===== src/hw/cfg_loader_pkg.sv =====
// constants, carriers and decode functions for the configuration word loader
package cfg_loader_pkg;

  // register byte offsets on the ahb-lite slave
  localparam logic [7:0] OFS_PLL_WORD = 8'h00;
  localparam logic [7:0] OFS_PIN_WORD = 8'h04;
  localparam logic [7:0] OFS_CFG_CTRL = 8'h08;

  // pll setup word field positions
  localparam int PLL_ODIV_LSB   = 16;
  localparam int USB_BYPASS_BIT = 15;
  localparam int USB_IDIV_LSB   = 8;
  localparam int PLL_MULT_LSB   = 4;
  localparam int PLL_IDIV_LSB   = 0;
  localparam logic [31:0] USB_FIELDS_MASK = 32'h0000_8700;

  // pin ownership word field positions
  localparam int VBUS_OWNER_BIT  = 31;
  localparam int ID_OWNER_BIT    = 30;
  localparam int REMAP_1SHOT_BIT = 29;
  localparam int MODDIS_1SHOT_BIT = 28;
  localparam logic [31:0] PIN_WORD_IMPL_MASK = 32'hf000_ffff;

  // configuration control field positions and reset values
  localparam int REMAP_LOCK_BIT  = 13;
  localparam int MODDIS_LOCK_BIT = 12;
  localparam int JTAG_EN_BIT     = 3;
  localparam int TDO_USE_BIT     = 0;
  localparam logic REMAP_LOCK_RST = 1'b0;
  localparam logic MODDIS_LOCK_RST = 1'b0;
  localparam logic JTAG_EN_RST   = 1'b0;
  localparam logic TDO_USE_RST   = 1'b1;

  // sync stages plus one capture edge before the words are valid
  localparam logic [1:0] LOAD_EDGES = 2'h3;

  localparam logic [1:0] HTRANS_NONSEQ = 2'h2;

  typedef struct packed {
    logic [8:0] out_div;
    logic [4:0] mult;
    logic [3:0] in_div;
    logic       usb_pll_enable;
    logic       usb_pll_bypass;
    logic [3:0] usb_pll_in_divider;
  } pll_settings_t;

  typedef struct packed {
    logic        vbus_pin_owner;
    logic        id_pin_owner;
    logic        remap_one_shot;
    logic        moddis_one_shot;
    logic [15:0] user_value;
  } pin_settings_t;

  typedef struct packed {
    logic remap_lock;
    logic moddis_lock;
    logic jtag_port_enable;
    logic two_wire_tdo_use;
  } cfg_ctrl_t;

  // shared by the system and the usb input dividers
  function automatic logic [3:0] in_div_decode(input logic [2:0] code);
    case (code)
      3'h6:    in_div_decode = 4'ha;
      3'h7:    in_div_decode = 4'hc;
      default: in_div_decode = {1'b0, code} + 4'h1;
    endcase
  endfunction

  function automatic logic [4:0] mult_decode(input logic [2:0] code);
    mult_decode = (code == 3'h7) ? 5'h18 : 5'h0f + {2'h0, code};
  endfunction

  function automatic logic [8:0] out_div_decode(input logic [2:0] code);
    out_div_decode = (code == 3'h7) ? 9'h100 : 9'h001 << code;
  endfunction

endpackage


===== src/hw/ahb_reg_port.sv =====
// ahb-lite single-word slave front end with registered read data
`timescale 1ns/100ps
module ahb_reg_port
  import cfg_loader_pkg::*;
(
  input  wire logic        hclk,
  input  wire logic        hresetn,
  input  wire logic        hsel,
  input  wire logic [31:0] haddr,
  input  wire logic [1:0]  htrans,
  input  wire logic        hwrite,
  input  wire logic        hready,
  input  wire logic        loaded,
  input  wire logic [31:0] rd_data,
  output logic             hreadyout,
  output logic             hresp,
  output logic      [31:0] hrdata,
  output logic      [7:0]  rd_addr,
  output logic             wr_en_r,
  output logic      [7:0]  wr_addr_r
);

  logic take;
  logic rd_take;

  // a read right behind a write waits one cycle so it sees the new value
  assign take      = hsel && hready && htrans[1];
  assign hreadyout = loaded && !(wr_en_r && hsel && htrans[1] && !hwrite);
  assign hresp     = 1'b0;
  assign rd_take   = take && !hwrite && hreadyout;
  assign rd_addr   = haddr[7:0];

  // address phase captured for the write data phase
  always_ff @(posedge hclk or negedge hresetn) begin
    if (!hresetn) begin
      wr_en_r   <= 1'b0;
      wr_addr_r <= 8'h00;
    end else begin
      wr_en_r   <= take && hwrite && hreadyout;
      wr_addr_r <= haddr[7:0];
    end
  end

  // read data is sampled at the address phase, held through the data phase
  always_ff @(posedge hclk or negedge hresetn) begin
    if (!hresetn) begin
      hrdata <= 32'h0000_0000;
    end else if (rd_take) begin
      hrdata <= rd_data;
    end
  end

endmodule


===== src/hw/cfg_loader.sv =====
// configuration word loader: pll setup, pin ownership and run-time control
//
// Added by the designer: the AHB-Lite interface to the registers and the register offsets.
`timescale 1ns/100ps
module cfg_loader
  import cfg_loader_pkg::*;
#(
  parameter bit USB_PRESENT = 1'b1
) (
  input  wire logic          hclk,
  input  wire logic          hresetn,
  input  wire logic          hsel,
  input  wire logic [31:0]   haddr,
  input  wire logic [1:0]    htrans,
  input  wire logic          hwrite,
  input  wire logic [2:0]    hsize,
  input  wire logic [31:0]   hwdata,
  input  wire logic          hready,
  output logic               hreadyout,
  output logic               hresp,
  output logic      [31:0]   hrdata,
  input  wire logic [31:0]   nv_pll_word,
  input  wire logic [31:0]   nv_pin_word,
  input  wire logic          nv_jtag_default,
  input  wire logic          sys_unlocked,
  output pll_settings_t      pll_settings_r,
  output pin_settings_t      pin_settings_r,
  output cfg_ctrl_t          cfg_ctrl_r,
  output logic               remap_writes_blocked,
  output logic               moddis_writes_blocked,
  output logic      [15:0]   user_value,
  output logic               config_valid_r
);

  logic [31:0] pll_word;
  logic [31:0] pin_word;
  logic        jtag_default;
  logic        pll_loaded;
  logic        pin_loaded;
  logic        jtag_loaded;
  logic        loaded;
  logic [7:0]  rd_addr;
  logic        wr_en_r;
  logic [7:0]  wr_addr_r;
  logic [31:0] rd_data;
  logic        cfg_wr;
  logic        lock_wr;
  logic        ctrl_init_r;
  logic        remap_lock_r;
  logic        moddis_lock_r;
  logic        jtag_en_r;
  logic        tdo_use_r;

  cfg_word_latch #(
    .W (32)
  ) u_pll_latch (
    .hclk     (hclk),
    .hresetn  (hresetn),
    .word_in  (nv_pll_word),
    .word_r   (pll_word),
    .loaded_r (pll_loaded)
  );

  cfg_word_latch #(
    .W (32)
  ) u_pin_latch (
    .hclk     (hclk),
    .hresetn  (hresetn),
    .word_in  (nv_pin_word),
    .word_r   (pin_word),
    .loaded_r (pin_loaded)
  );

  // jtag enable default comes from another nonvolatile word
  cfg_word_latch #(
    .W (1)
  ) u_jtag_latch (
    .hclk     (hclk),
    .hresetn  (hresetn),
    .word_in  (nv_jtag_default),
    .word_r   (jtag_default),
    .loaded_r (jtag_loaded)
  );

  assign loaded = pll_loaded && pin_loaded && jtag_loaded;

  // bus slave; hsize is not decoded, every transfer acts on the whole word
  ahb_reg_port u_port (
    .hclk      (hclk),
    .hresetn   (hresetn),
    .hsel      (hsel),
    .haddr     (haddr),
    .htrans    (htrans),
    .hwrite    (hwrite),
    .hready    (hready),
    .loaded    (loaded),
    .rd_data   (rd_data),
    .hreadyout (hreadyout),
    .hresp     (hresp),
    .hrdata    (hrdata),
    .rd_addr   (rd_addr),
    .wr_en_r   (wr_en_r),
    .wr_addr_r (wr_addr_r)
  );

  // decoded settings, refreshed only while the words are frozen
  always_ff @(posedge hclk or negedge hresetn) begin
    if (!hresetn) begin
      pll_settings_r <= '0;
      config_valid_r <= 1'b0;
    end else if (loaded) begin
      config_valid_r <= 1'b1;
      pll_settings_r.out_div <= out_div_decode(pll_word[PLL_ODIV_LSB+:3]);
      pll_settings_r.mult <= mult_decode(pll_word[PLL_MULT_LSB+:3]);
      pll_settings_r.in_div <= in_div_decode(pll_word[PLL_IDIV_LSB+:3]);
      // usb pll enable, absent parts keep it off
      pll_settings_r.usb_pll_bypass <= USB_PRESENT && pll_word[USB_BYPASS_BIT];
      pll_settings_r.usb_pll_enable <= USB_PRESENT && !pll_word[USB_BYPASS_BIT];
      pll_settings_r.usb_pll_in_divider <= USB_PRESENT ?
          in_div_decode(pll_word[USB_IDIV_LSB+:3]) : 4'h0;
    end
  end

  // pin ownership and one-shot selections
  always_ff @(posedge hclk or negedge hresetn) begin
    if (!hresetn) begin
      pin_settings_r <= '0;
    end else if (loaded) begin
      pin_settings_r.vbus_pin_owner  <= pin_word[VBUS_OWNER_BIT];
      pin_settings_r.id_pin_owner    <= pin_word[ID_OWNER_BIT];
      pin_settings_r.remap_one_shot  <= pin_word[REMAP_1SHOT_BIT];
      pin_settings_r.moddis_one_shot <= pin_word[MODDIS_1SHOT_BIT];
      pin_settings_r.user_value      <= pin_word[15:0];
    end
  end

  // same value feeds programming and jtag readers
  assign user_value = pin_settings_r.user_value;

  assign cfg_wr  = wr_en_r && (wr_addr_r == OFS_CFG_CTRL);
  // lock bits move only after the unlock sequence
  assign lock_wr = cfg_wr && sys_unlocked;

  // lock bits; settings must be loaded before they matter
  always_ff @(posedge hclk or negedge hresetn) begin
    if (!hresetn) begin
      remap_lock_r  <= REMAP_LOCK_RST;
      moddis_lock_r <= MODDIS_LOCK_RST;
    end else if (lock_wr) begin
      // one-shot remap lock sticks once set
      if (hwdata[REMAP_LOCK_BIT] ||
          !(pin_settings_r.remap_one_shot && remap_lock_r)) begin
        remap_lock_r <= hwdata[REMAP_LOCK_BIT];
      end
      if (hwdata[MODDIS_LOCK_BIT] ||
          !(pin_settings_r.moddis_one_shot && moddis_lock_r)) begin
        moddis_lock_r <= hwdata[MODDIS_LOCK_BIT];
      end
    end
  end

  // jtag controls: default loaded once, then software owns them
  always_ff @(posedge hclk or negedge hresetn) begin
    if (!hresetn) begin
      jtag_en_r   <= JTAG_EN_RST;
      tdo_use_r   <= TDO_USE_RST;
      ctrl_init_r <= 1'b0;
    end else if (loaded && !ctrl_init_r) begin
      jtag_en_r   <= jtag_default;
      ctrl_init_r <= 1'b1;
    end else if (cfg_wr) begin
      jtag_en_r <= hwdata[JTAG_EN_BIT];
      tdo_use_r <= hwdata[TDO_USE_BIT];
    end
  end

  // one packed view of the control flops, so each flop keeps a single writer
  assign cfg_ctrl_r = {remap_lock_r, moddis_lock_r, jtag_en_r, tdo_use_r};

  assign remap_writes_blocked  = cfg_ctrl_r.remap_lock;
  assign moddis_writes_blocked = cfg_ctrl_r.moddis_lock;

  // read mux; unmapped offsets read zero
  always_comb begin
    rd_data = 32'h0000_0000;
    case (rd_addr)
      // absent usb fields read as reserved ones
      OFS_PLL_WORD: rd_data = USB_PRESENT ? pll_word : (pll_word | USB_FIELDS_MASK);
      OFS_PIN_WORD: rd_data = pin_word & PIN_WORD_IMPL_MASK;
      OFS_CFG_CTRL: begin
        rd_data[REMAP_LOCK_BIT]  = cfg_ctrl_r.remap_lock;
        rd_data[MODDIS_LOCK_BIT] = cfg_ctrl_r.moddis_lock;
        rd_data[JTAG_EN_BIT]     = cfg_ctrl_r.jtag_port_enable;
        rd_data[TDO_USE_BIT]     = cfg_ctrl_r.two_wire_tdo_use;
      end
      default: rd_data = 32'h0000_0000;
    endcase
  end
endmodule


===== src/hw/cfg_word_latch.sv =====
// two-flop synchroniser and one-time capture of a nonvolatile word
`timescale 1ns/100ps
module cfg_word_latch
  import cfg_loader_pkg::*;
#(
  parameter int W = 32
) (
  input  wire logic         hclk,
  input  wire logic         hresetn,
  input  wire logic [W-1:0] word_in,
  output logic      [W-1:0] word_r,
  output logic              loaded_r
);

  logic [W-1:0] sync1_r;
  logic [W-1:0] sync2_r;
  logic [1:0]   edge_cnt_r;

  // synchroniser, first stage read only by second
  always_ff @(posedge hclk or negedge hresetn) begin
    if (!hresetn) begin
      sync1_r <= '0;
      sync2_r <= '0;
    end else begin
      sync1_r <= word_in;
      sync2_r <= sync1_r;
    end
  end

  // capture once after release, frozen until next reset
  always_ff @(posedge hclk or negedge hresetn) begin
    if (!hresetn) begin
      edge_cnt_r <= 2'h0;
      word_r     <= '0;
      loaded_r   <= 1'b0;
    end else if (!loaded_r) begin
      edge_cnt_r <= edge_cnt_r + 2'h1;
      if (edge_cnt_r == LOAD_EDGES - 2'h1) begin
        word_r   <= sync2_r;
        loaded_r <= 1'b1;
      end
    end
  end

endmodule

===== config.mk =====
export PLATFORM = sky130hd
export DESIGN_NAME = cfg_loader
export DESIGN_NICKNAME = d
export VERILOG_FILES = /design/src/hw/cfg_loader_pkg.sv /design/src/hw/ahb_reg_port.sv /design/src/hw/cfg_loader.sv /design/src/hw/cfg_word_latch.sv
export SDC_FILE = /design/constraint.sdc
export NUM_CORES = 1
export LEC_CHECK = 0
export BUFFER_PORTS_ARGS = -buffer_cell sky130_fd_sc_hd__buf_2
export CAP_MARGIN = 20
export CELL_PAD_IN_SITES_DETAIL_PLACEMENT = 1
export CELL_PAD_IN_SITES_GLOBAL_PLACEMENT = 1
export CORE_MARGIN = 8
export CORE_UTILIZATION = 40
export CTS_CLUSTER_DIAMETER = 40
export CTS_CLUSTER_SIZE = 12
export DETAILED_ROUTE_END_ITERATION = 12
export GPL_TIMING_DRIVEN = 0
export PLACE_DENSITY = 0.78
export SLEW_MARGIN = 40
export SYNTH_ARGS = -nofsm -noshare
export SYNTH_HDL_FRONTEND = slang
export SYNTH_HIERARCHICAL = 1
export SYNTH_SLANG_ARGS = --single-unit

===== constraint.sdc =====
create_clock -name hclk -period 2 [get_ports hclk]
set_input_delay 0.4 -clock hclk [delete_from_list [all_inputs] [get_ports hclk]]
set_output_delay 0.4 -clock hclk [all_outputs]
set_load 0.01 [all_outputs]

==> results of run 1 <==
[area by class of cell]
class / count / area (µm²)
Timing Repair Buffer: 222 / 1420
Multi-Input combinational cell: 337 / 2570
Sequential cell: 258 / 6460
Clock inverter: 20 / 193
Tap cell: 319 / 399
Fill cell: 2402 / 10800
Inverter: 9 / 33.8
Clock buffer: 47 / 1080
Buffer: 57 / 498
[per-stage QoR]
step / power, mW / std cells / util
6_report: 12.8 / 1269 / 0.541
5_1_grt: 13.3 / 1269 / 0.541
3_3_place_gp: 6.24 / 1150 / 0.461
4_1_cts: 13.0 / 1269 / 0.540
2_1_floorplan: 5.91 / 661 / -
3_5_place_dp: 6.30 / 1153 / 0.465
[metal layers]
metal	wire, µm	part of all wire	global-route usage
met1	10400	0.41	0.211
met2	12700	0.51	0.303
met3	1370	0.055	0.0415
met4	534	0.021	0.0568
met5	0	0	0
[sequential cells by signal (all words and copies together) (netlist names), 2 cells and up]
signal / count
u_pll_latch/sync1_r: 32
u_pll_latch/sync2_r: 32
u_pll_latch/word_r: 32
u_port/hrdata: 32
pll_settings_r: 23
u_pin_latch/sync1_r: 20
u_pin_latch/sync2_r: 20
u_pin_latch/word_r: 20
user_value: 16
u_port/wr_addr_r: 8
pin_settings_r: 4
u_jtag_latch/edge_cnt_r: 2
u_pin_latch/edge_cnt_r: 2
u_pll_latch/edge_cnt_r: 2
[worst paths after layout]
path / depth (start not counted) / start / endpoint / slack (ns)
max in group asynchronous: 4 / hresetn / u_pin_latch/word_r[10] / 0.54
max reg2reg: 7 / u_jtag_latch/loaded_r / u_port/hrdata[1] / 0.10
max: 5 / u_jtag_latch/loaded_r / hreadyout / 0.08
min reg2reg: 0 / u_pll_latch/sync1_r[26] / u_pll_latch/sync2_r[26] / 0.34
min: 1 / nv_pll_word[25] / u_pll_latch/sync1_r[25] / 0.02
min in group asynchronous: 2 / hresetn / u_port/hrdata[23] / 0.41
[power by group through the flow]
| stage | Sequential, mW | Combinational [mW] | Clock (mW) |
|---|---|---|---|
| 2_1_floorplan | 5.65 | 0.258 | 0 |
| 3_3_place_gp | 5.66 | 0.578 | 0 |
| 3_5_place_dp | 5.67 | 0.624 | 0 |
| 4_1_cts | 5.59 | 0.694 | 6.68 |
| 5_1_grt | 5.61 | 0.753 | 6.91 |
| 6_report | 5.58 | 0.679 | 6.54 |
[repair_timing]
action,in CTS,in global routing
gates resized for setup,10,2
endpoints found under the setup margin,36,10
hold endpoints to repair,92,0
pin swaps,0,0
setup buffers,5,0
hold buffers,44,0
==> impl_metrics.json, run 1 <==
{
  "finalWorstSetupSlack_ns": 0.0790,
  "first_global_vias": 6754,
  "wl_per_cell_um": 19.7,
  "pwr-share-comb": 0.053,
  "first_pass_iters": 4,
  "cts_tree": "yes",
  "ctsHtreeMaxLevel": 2,
  "ios": 241,
  "worst_setup_path_end_kind": "output port",
  "pre_cts_ws_ns": -0.541,
  "max_freq_ghz": 0.521,
  "netlist_instances": 661,
  "period_needed_ns": 1.92,
  "antennaDiodeCount": 0,
  "finalHoldViolCount": 0,
  "clkSinkCount": 258,
  "cpPeakStageDelay_ns": 0.39,
  "rsz0062_at_grt": "no",
  "grt_pass1_wl_um": 38700,
  "die_width_um": 170,
  "vdd_drop_max_mv": 0.655,
  "hpwl_um": 16700,
  "finalClockSkew_ns": 0.0145,
  "status": "completed",
  "via_per_inst": 4.65,
  "pwr-share-seq": 0.436,
  "cts_buffer_depth": 3,
  "synth.avg_cell_area_um2": 14.4,
  "core_um2": 23400,
  "clockRootBuffer": "clkbuf_16",
  "whs_ns": 0.0181,
  "drt-total-wl_um": 25000,
  "vias": 5895,
  "clkLatencyLatePin_ns": 0.51,
  "swShare": 0.225,
  "drcViolationCount": 0,
  "tns_ns": 0,
  "die_h_um": 170,
  "p_per_area_nw_per_um2": 1010,
  "path_cells": "nand3_2 > inv_2 > buf_12 > a21boi_1 > buf_2",
  "netlist_area_um2": 9530,
  "cts_made_buffers": 38,
  "start_util": 0.407,
  "path_clk_slew_ns": 0.05,
  "cp.arrival_ns": 1.52,
  "final_common_cell": "dfrtp_1",
  "finish.instance_area_um2": 12700,
  "cpMaxStageDelayCell": "dfrtp_2",
  "internal-power_mw": 9.92,
  "dieArea_um2": 29000,
  "dr.first_iter.drc_count": 285,
  "worstMarginPinSlew_ns": 0.687,
  "syn_nets": 809,
  "slew_headroom": 0.538,
  "finalNetCount": 1071,
  "p_leak_nw": 6.22,
  "globalplace.congestion": 0.722,
  "fin_crit_sh": 0.961,
  "critPathTopFamily": "flip-flops",
  "area.growth.synth_to_final_pct": 32.7,
  "final_cell_mix": "dfrtp_1, buf_2, nand2_1",
  "yosys_warnings": 6,
  "crit_buf_inv": 3,
  "drv_cap": 0,
  "ant_nets": 0,
  "dpl-instance-area_um2": 10900,
  "grt-ovfl-total": 0,
  "grt_max_degree": 76,
  "port_buffers": 170,
  "criticalPathCategory": "flop to output port",
  "clockPowerShare": 0.511,
  "critPathMaxFanout": 4,
  "row_count": 56,
  "drv_slew": 0,
  "report.final.setup_viol": 0,
  "p_sw_mw": 2.88,
  "crit_path_start_kind": "flop",
  "layout-drive-gt1-share": 0.413,
  "hp-class": "primary input to flop",
  "worstPathRequired_ns": 1.60,
  "antenna_found_initial": 0,
  "grt_use_total": 0.175
}
(Power assumes the default switching activity.)
==> inputs of run 2 (changes only) <==
Settings changed: HOLD_SLACK_MARGIN set to 0.02.
==> run 2 against run 1 <==
  * Largest cell class unchanged
  * Critical path type unchanged
  * Fmax shrank 0.10%
  * Non-clock buffer count grew 18
  * Clock skew grew 0.0059 ns
  * Critical path depth is the same
  * Hold slack gained 0.12 ns
  * First-iteration DRC count grew 20%
==> impl_metrics.json, run 2 (synthesis gave the netlist of run 1 again) <==
{
  "grt_pass1_wl_um": 39400,
  "hp-class": "primary input to flop",
  "crit_path_start_kind": "flop",
  "drcViolationCount": 0,
  "row_count": 56,
  "start_util": 0.407,
  "pwr-share-seq": 0.435,
  "dieArea_um2": 29000,
  "finalNetCount": 1089,
  "status": "completed",
  "internal-power_mw": 9.95,
  "drt-total-wl_um": 25200,
  "finalWorstSetupSlack_ns": 0.0770,
  "pre_cts_ws_ns": -0.541,
  "crit_end": "hreadyout",
  "die_width_um": 170,
  "clockPowerShare": 0.509,
  "rsz0062_at_grt": "no",
  "cts_made_buffers": 38,
  "worst_setup_path_end_kind": "output port",
  "antennaDiodeCount": 0,
  "crit_buf_inv": 3,
  "core_um2": 23400,
  "fin_crit_sh": 0.962,
  "total_power_mw": 12.8,
  "globalplace.congestion": 0.722,
  "port_buffers": 170,
  "wl_per_cell_um": 19.6,
  "clockRootBuffer": "clkbuf_16",
  "final_common_cell": "dfrtp_1",
  "period_needed_ns": 1.92,
  "die_h_um": 170,
  "grt-ovfl-total": 0,
  "cts_buffer_depth": 3,
  "report.final.setup_viol": 0,
  "grt_use_total": 0.177,
  "finalHoldViolCount": 0,
  "critPathMaxFanout": 4,
  "ctsHtreeMaxLevel": 2,
  "layout-drive-gt1-share": 0.406,
  "ant_nets": 0,
  "final_cell_mix": "dfrtp_1, buf_2, nand2_1",
  "rr_endpoint": "u_port/hrdata[1]",
  "finalClockSkew_ns": 0.0204,
  "ios": 241,
  "cpMaxStageDelayCell": "dfrtp_2",
  "cts_tree": "yes",
  "clkSinkCount": 258,
  "worstPathRequired_ns": 1.60,
  "cpPeakStageDelay_ns": 0.39,
  "r2r-start": "u_jtag_latch/loaded_r",
  "clkLatencyLatePin_ns": 0.51,
  "p_per_area_nw_per_um2": 1000,
  "dr.first_iter.drc_count": 343,
  "fin_util": 0.548,
  "antenna_found_initial": 0,
  "fin_cells": 1287,
  "via_per_inst": 4.65,
  "hpwl_um": 16700,
  "area.growth.synth_to_final_pct": 34.6,
  "worstRegToRegCells": 7,
  "drv_cap": 0,
  "first_pass_iters": 4,
  "first_global_vias": 6881,
  "cp.depth": 5,
  "startpoint": "u_jtag_latch/loaded_r",
  "p_sw_mw": 2.88,
  "max_freq_ghz": 0.520,
  "path_cells": "nand3_2 > inv_2 > buf_12 > a21boi_1 > buf_2",
  "slew_headroom": 0.554,
  "vias": 5979,
  "min_delay_path_depth": 2,
  "grt_max_degree": 76,
  "drv_slew": 0,
  "pwr-share-comb": 0.055,
  "worstMarginPinSlew_ns": 0.665,
  "criticalPathCategory": "flop to output port",
  "critPathTopFamily": "flip-flops",
  "ff2ff_setup_slack_ns": 0.08,
  "dp.cells": 1153,
  "tns_ns": 0,
  "cp.arrival_ns": 1.52,
  "path_clk_slew_ns": 0.05,
  "p_leak_nw": 6.29,
  "swShare": 0.225,
  "vdd_drop_max_mv": 0.656
}
-- run 2: cell count changes in the layout (fill, tap and decap cells not counted) --
cell           change
clkbuf_2           +1
clkbuf_1           -1
dlygate4sd3_1     +18
-- run 2: power by group through the flow --
stage / combinational, mW / sequential, mW / clock, mW
2_1_floorplan: 0.258 / 5.65 / 0
3_3_place_gp: 0.578 / 5.66 / 0
6_report: 0.709 / 5.59 / 6.54
4_1_cts: 0.721 / 5.59 / 6.68
5_1_grt: 0.784 / 5.61 / 6.91
3_5_place_dp: 0.624 / 5.67 / 0
-- run 2: final cells by class --
class	count	area (µm²)
multi-input cells	337	2570
flip-flops and latches	258	6460
repair buffers	240	1600
plain buffers	57	499
clock inverters	20	193
fillers	2394	10600
well taps	319	399
inverters	9	33.8
clock buffers	47	1080
-- run 2: how the worst min path moves through the flow --
| stage | start | slack (ns) | end |
|---|---|---|---|
| global route | hwdata[0] | 0.13 | tdo_use_r |
| CTS | hwdata[0] | 0.12 | tdo_use_r |
| finish | hwdata[0] | 0.14 | tdo_use_r |
| detailed placement | u_pin_latch/sync1_r[8] | 0.34 | u_pin_latch/sync2_r[8] |
| floorplan | hresetn | 0.10 | config_valid_r |
| global placement | u_pll_latch/sync1_r[26] | 0.33 | u_pll_latch/sync2_r[26] |
-- run 2: per-stage QoR --
| step | hold WS [ns] | instance area [µm²] |
|---|---|---|
| floorplan | 0.104 | 9530 |
| global placement | 0.332 | 10800 |
| detailed placement | 0.336 | 10900 |
| CTS | 0.123 | 12800 |
| global route | 0.126 | 12800 |
| finish | 0.139 | 12800 |
-- run 2: routing by layer --
metal	GRT usage	part of all wire
met5	0	0
met4	0.0500	0.016
met3	0.0415	0.051
met2	0.314	0.52
met1	0.213	0.41
-- run 2: timing repair --
item                                   CTS  global route
hold buffers                            62             0
setup buffers                            5             0
resized for setup                       10             4
endpoints found under the hold margin  110             0
setup endpoints to repair               36            18
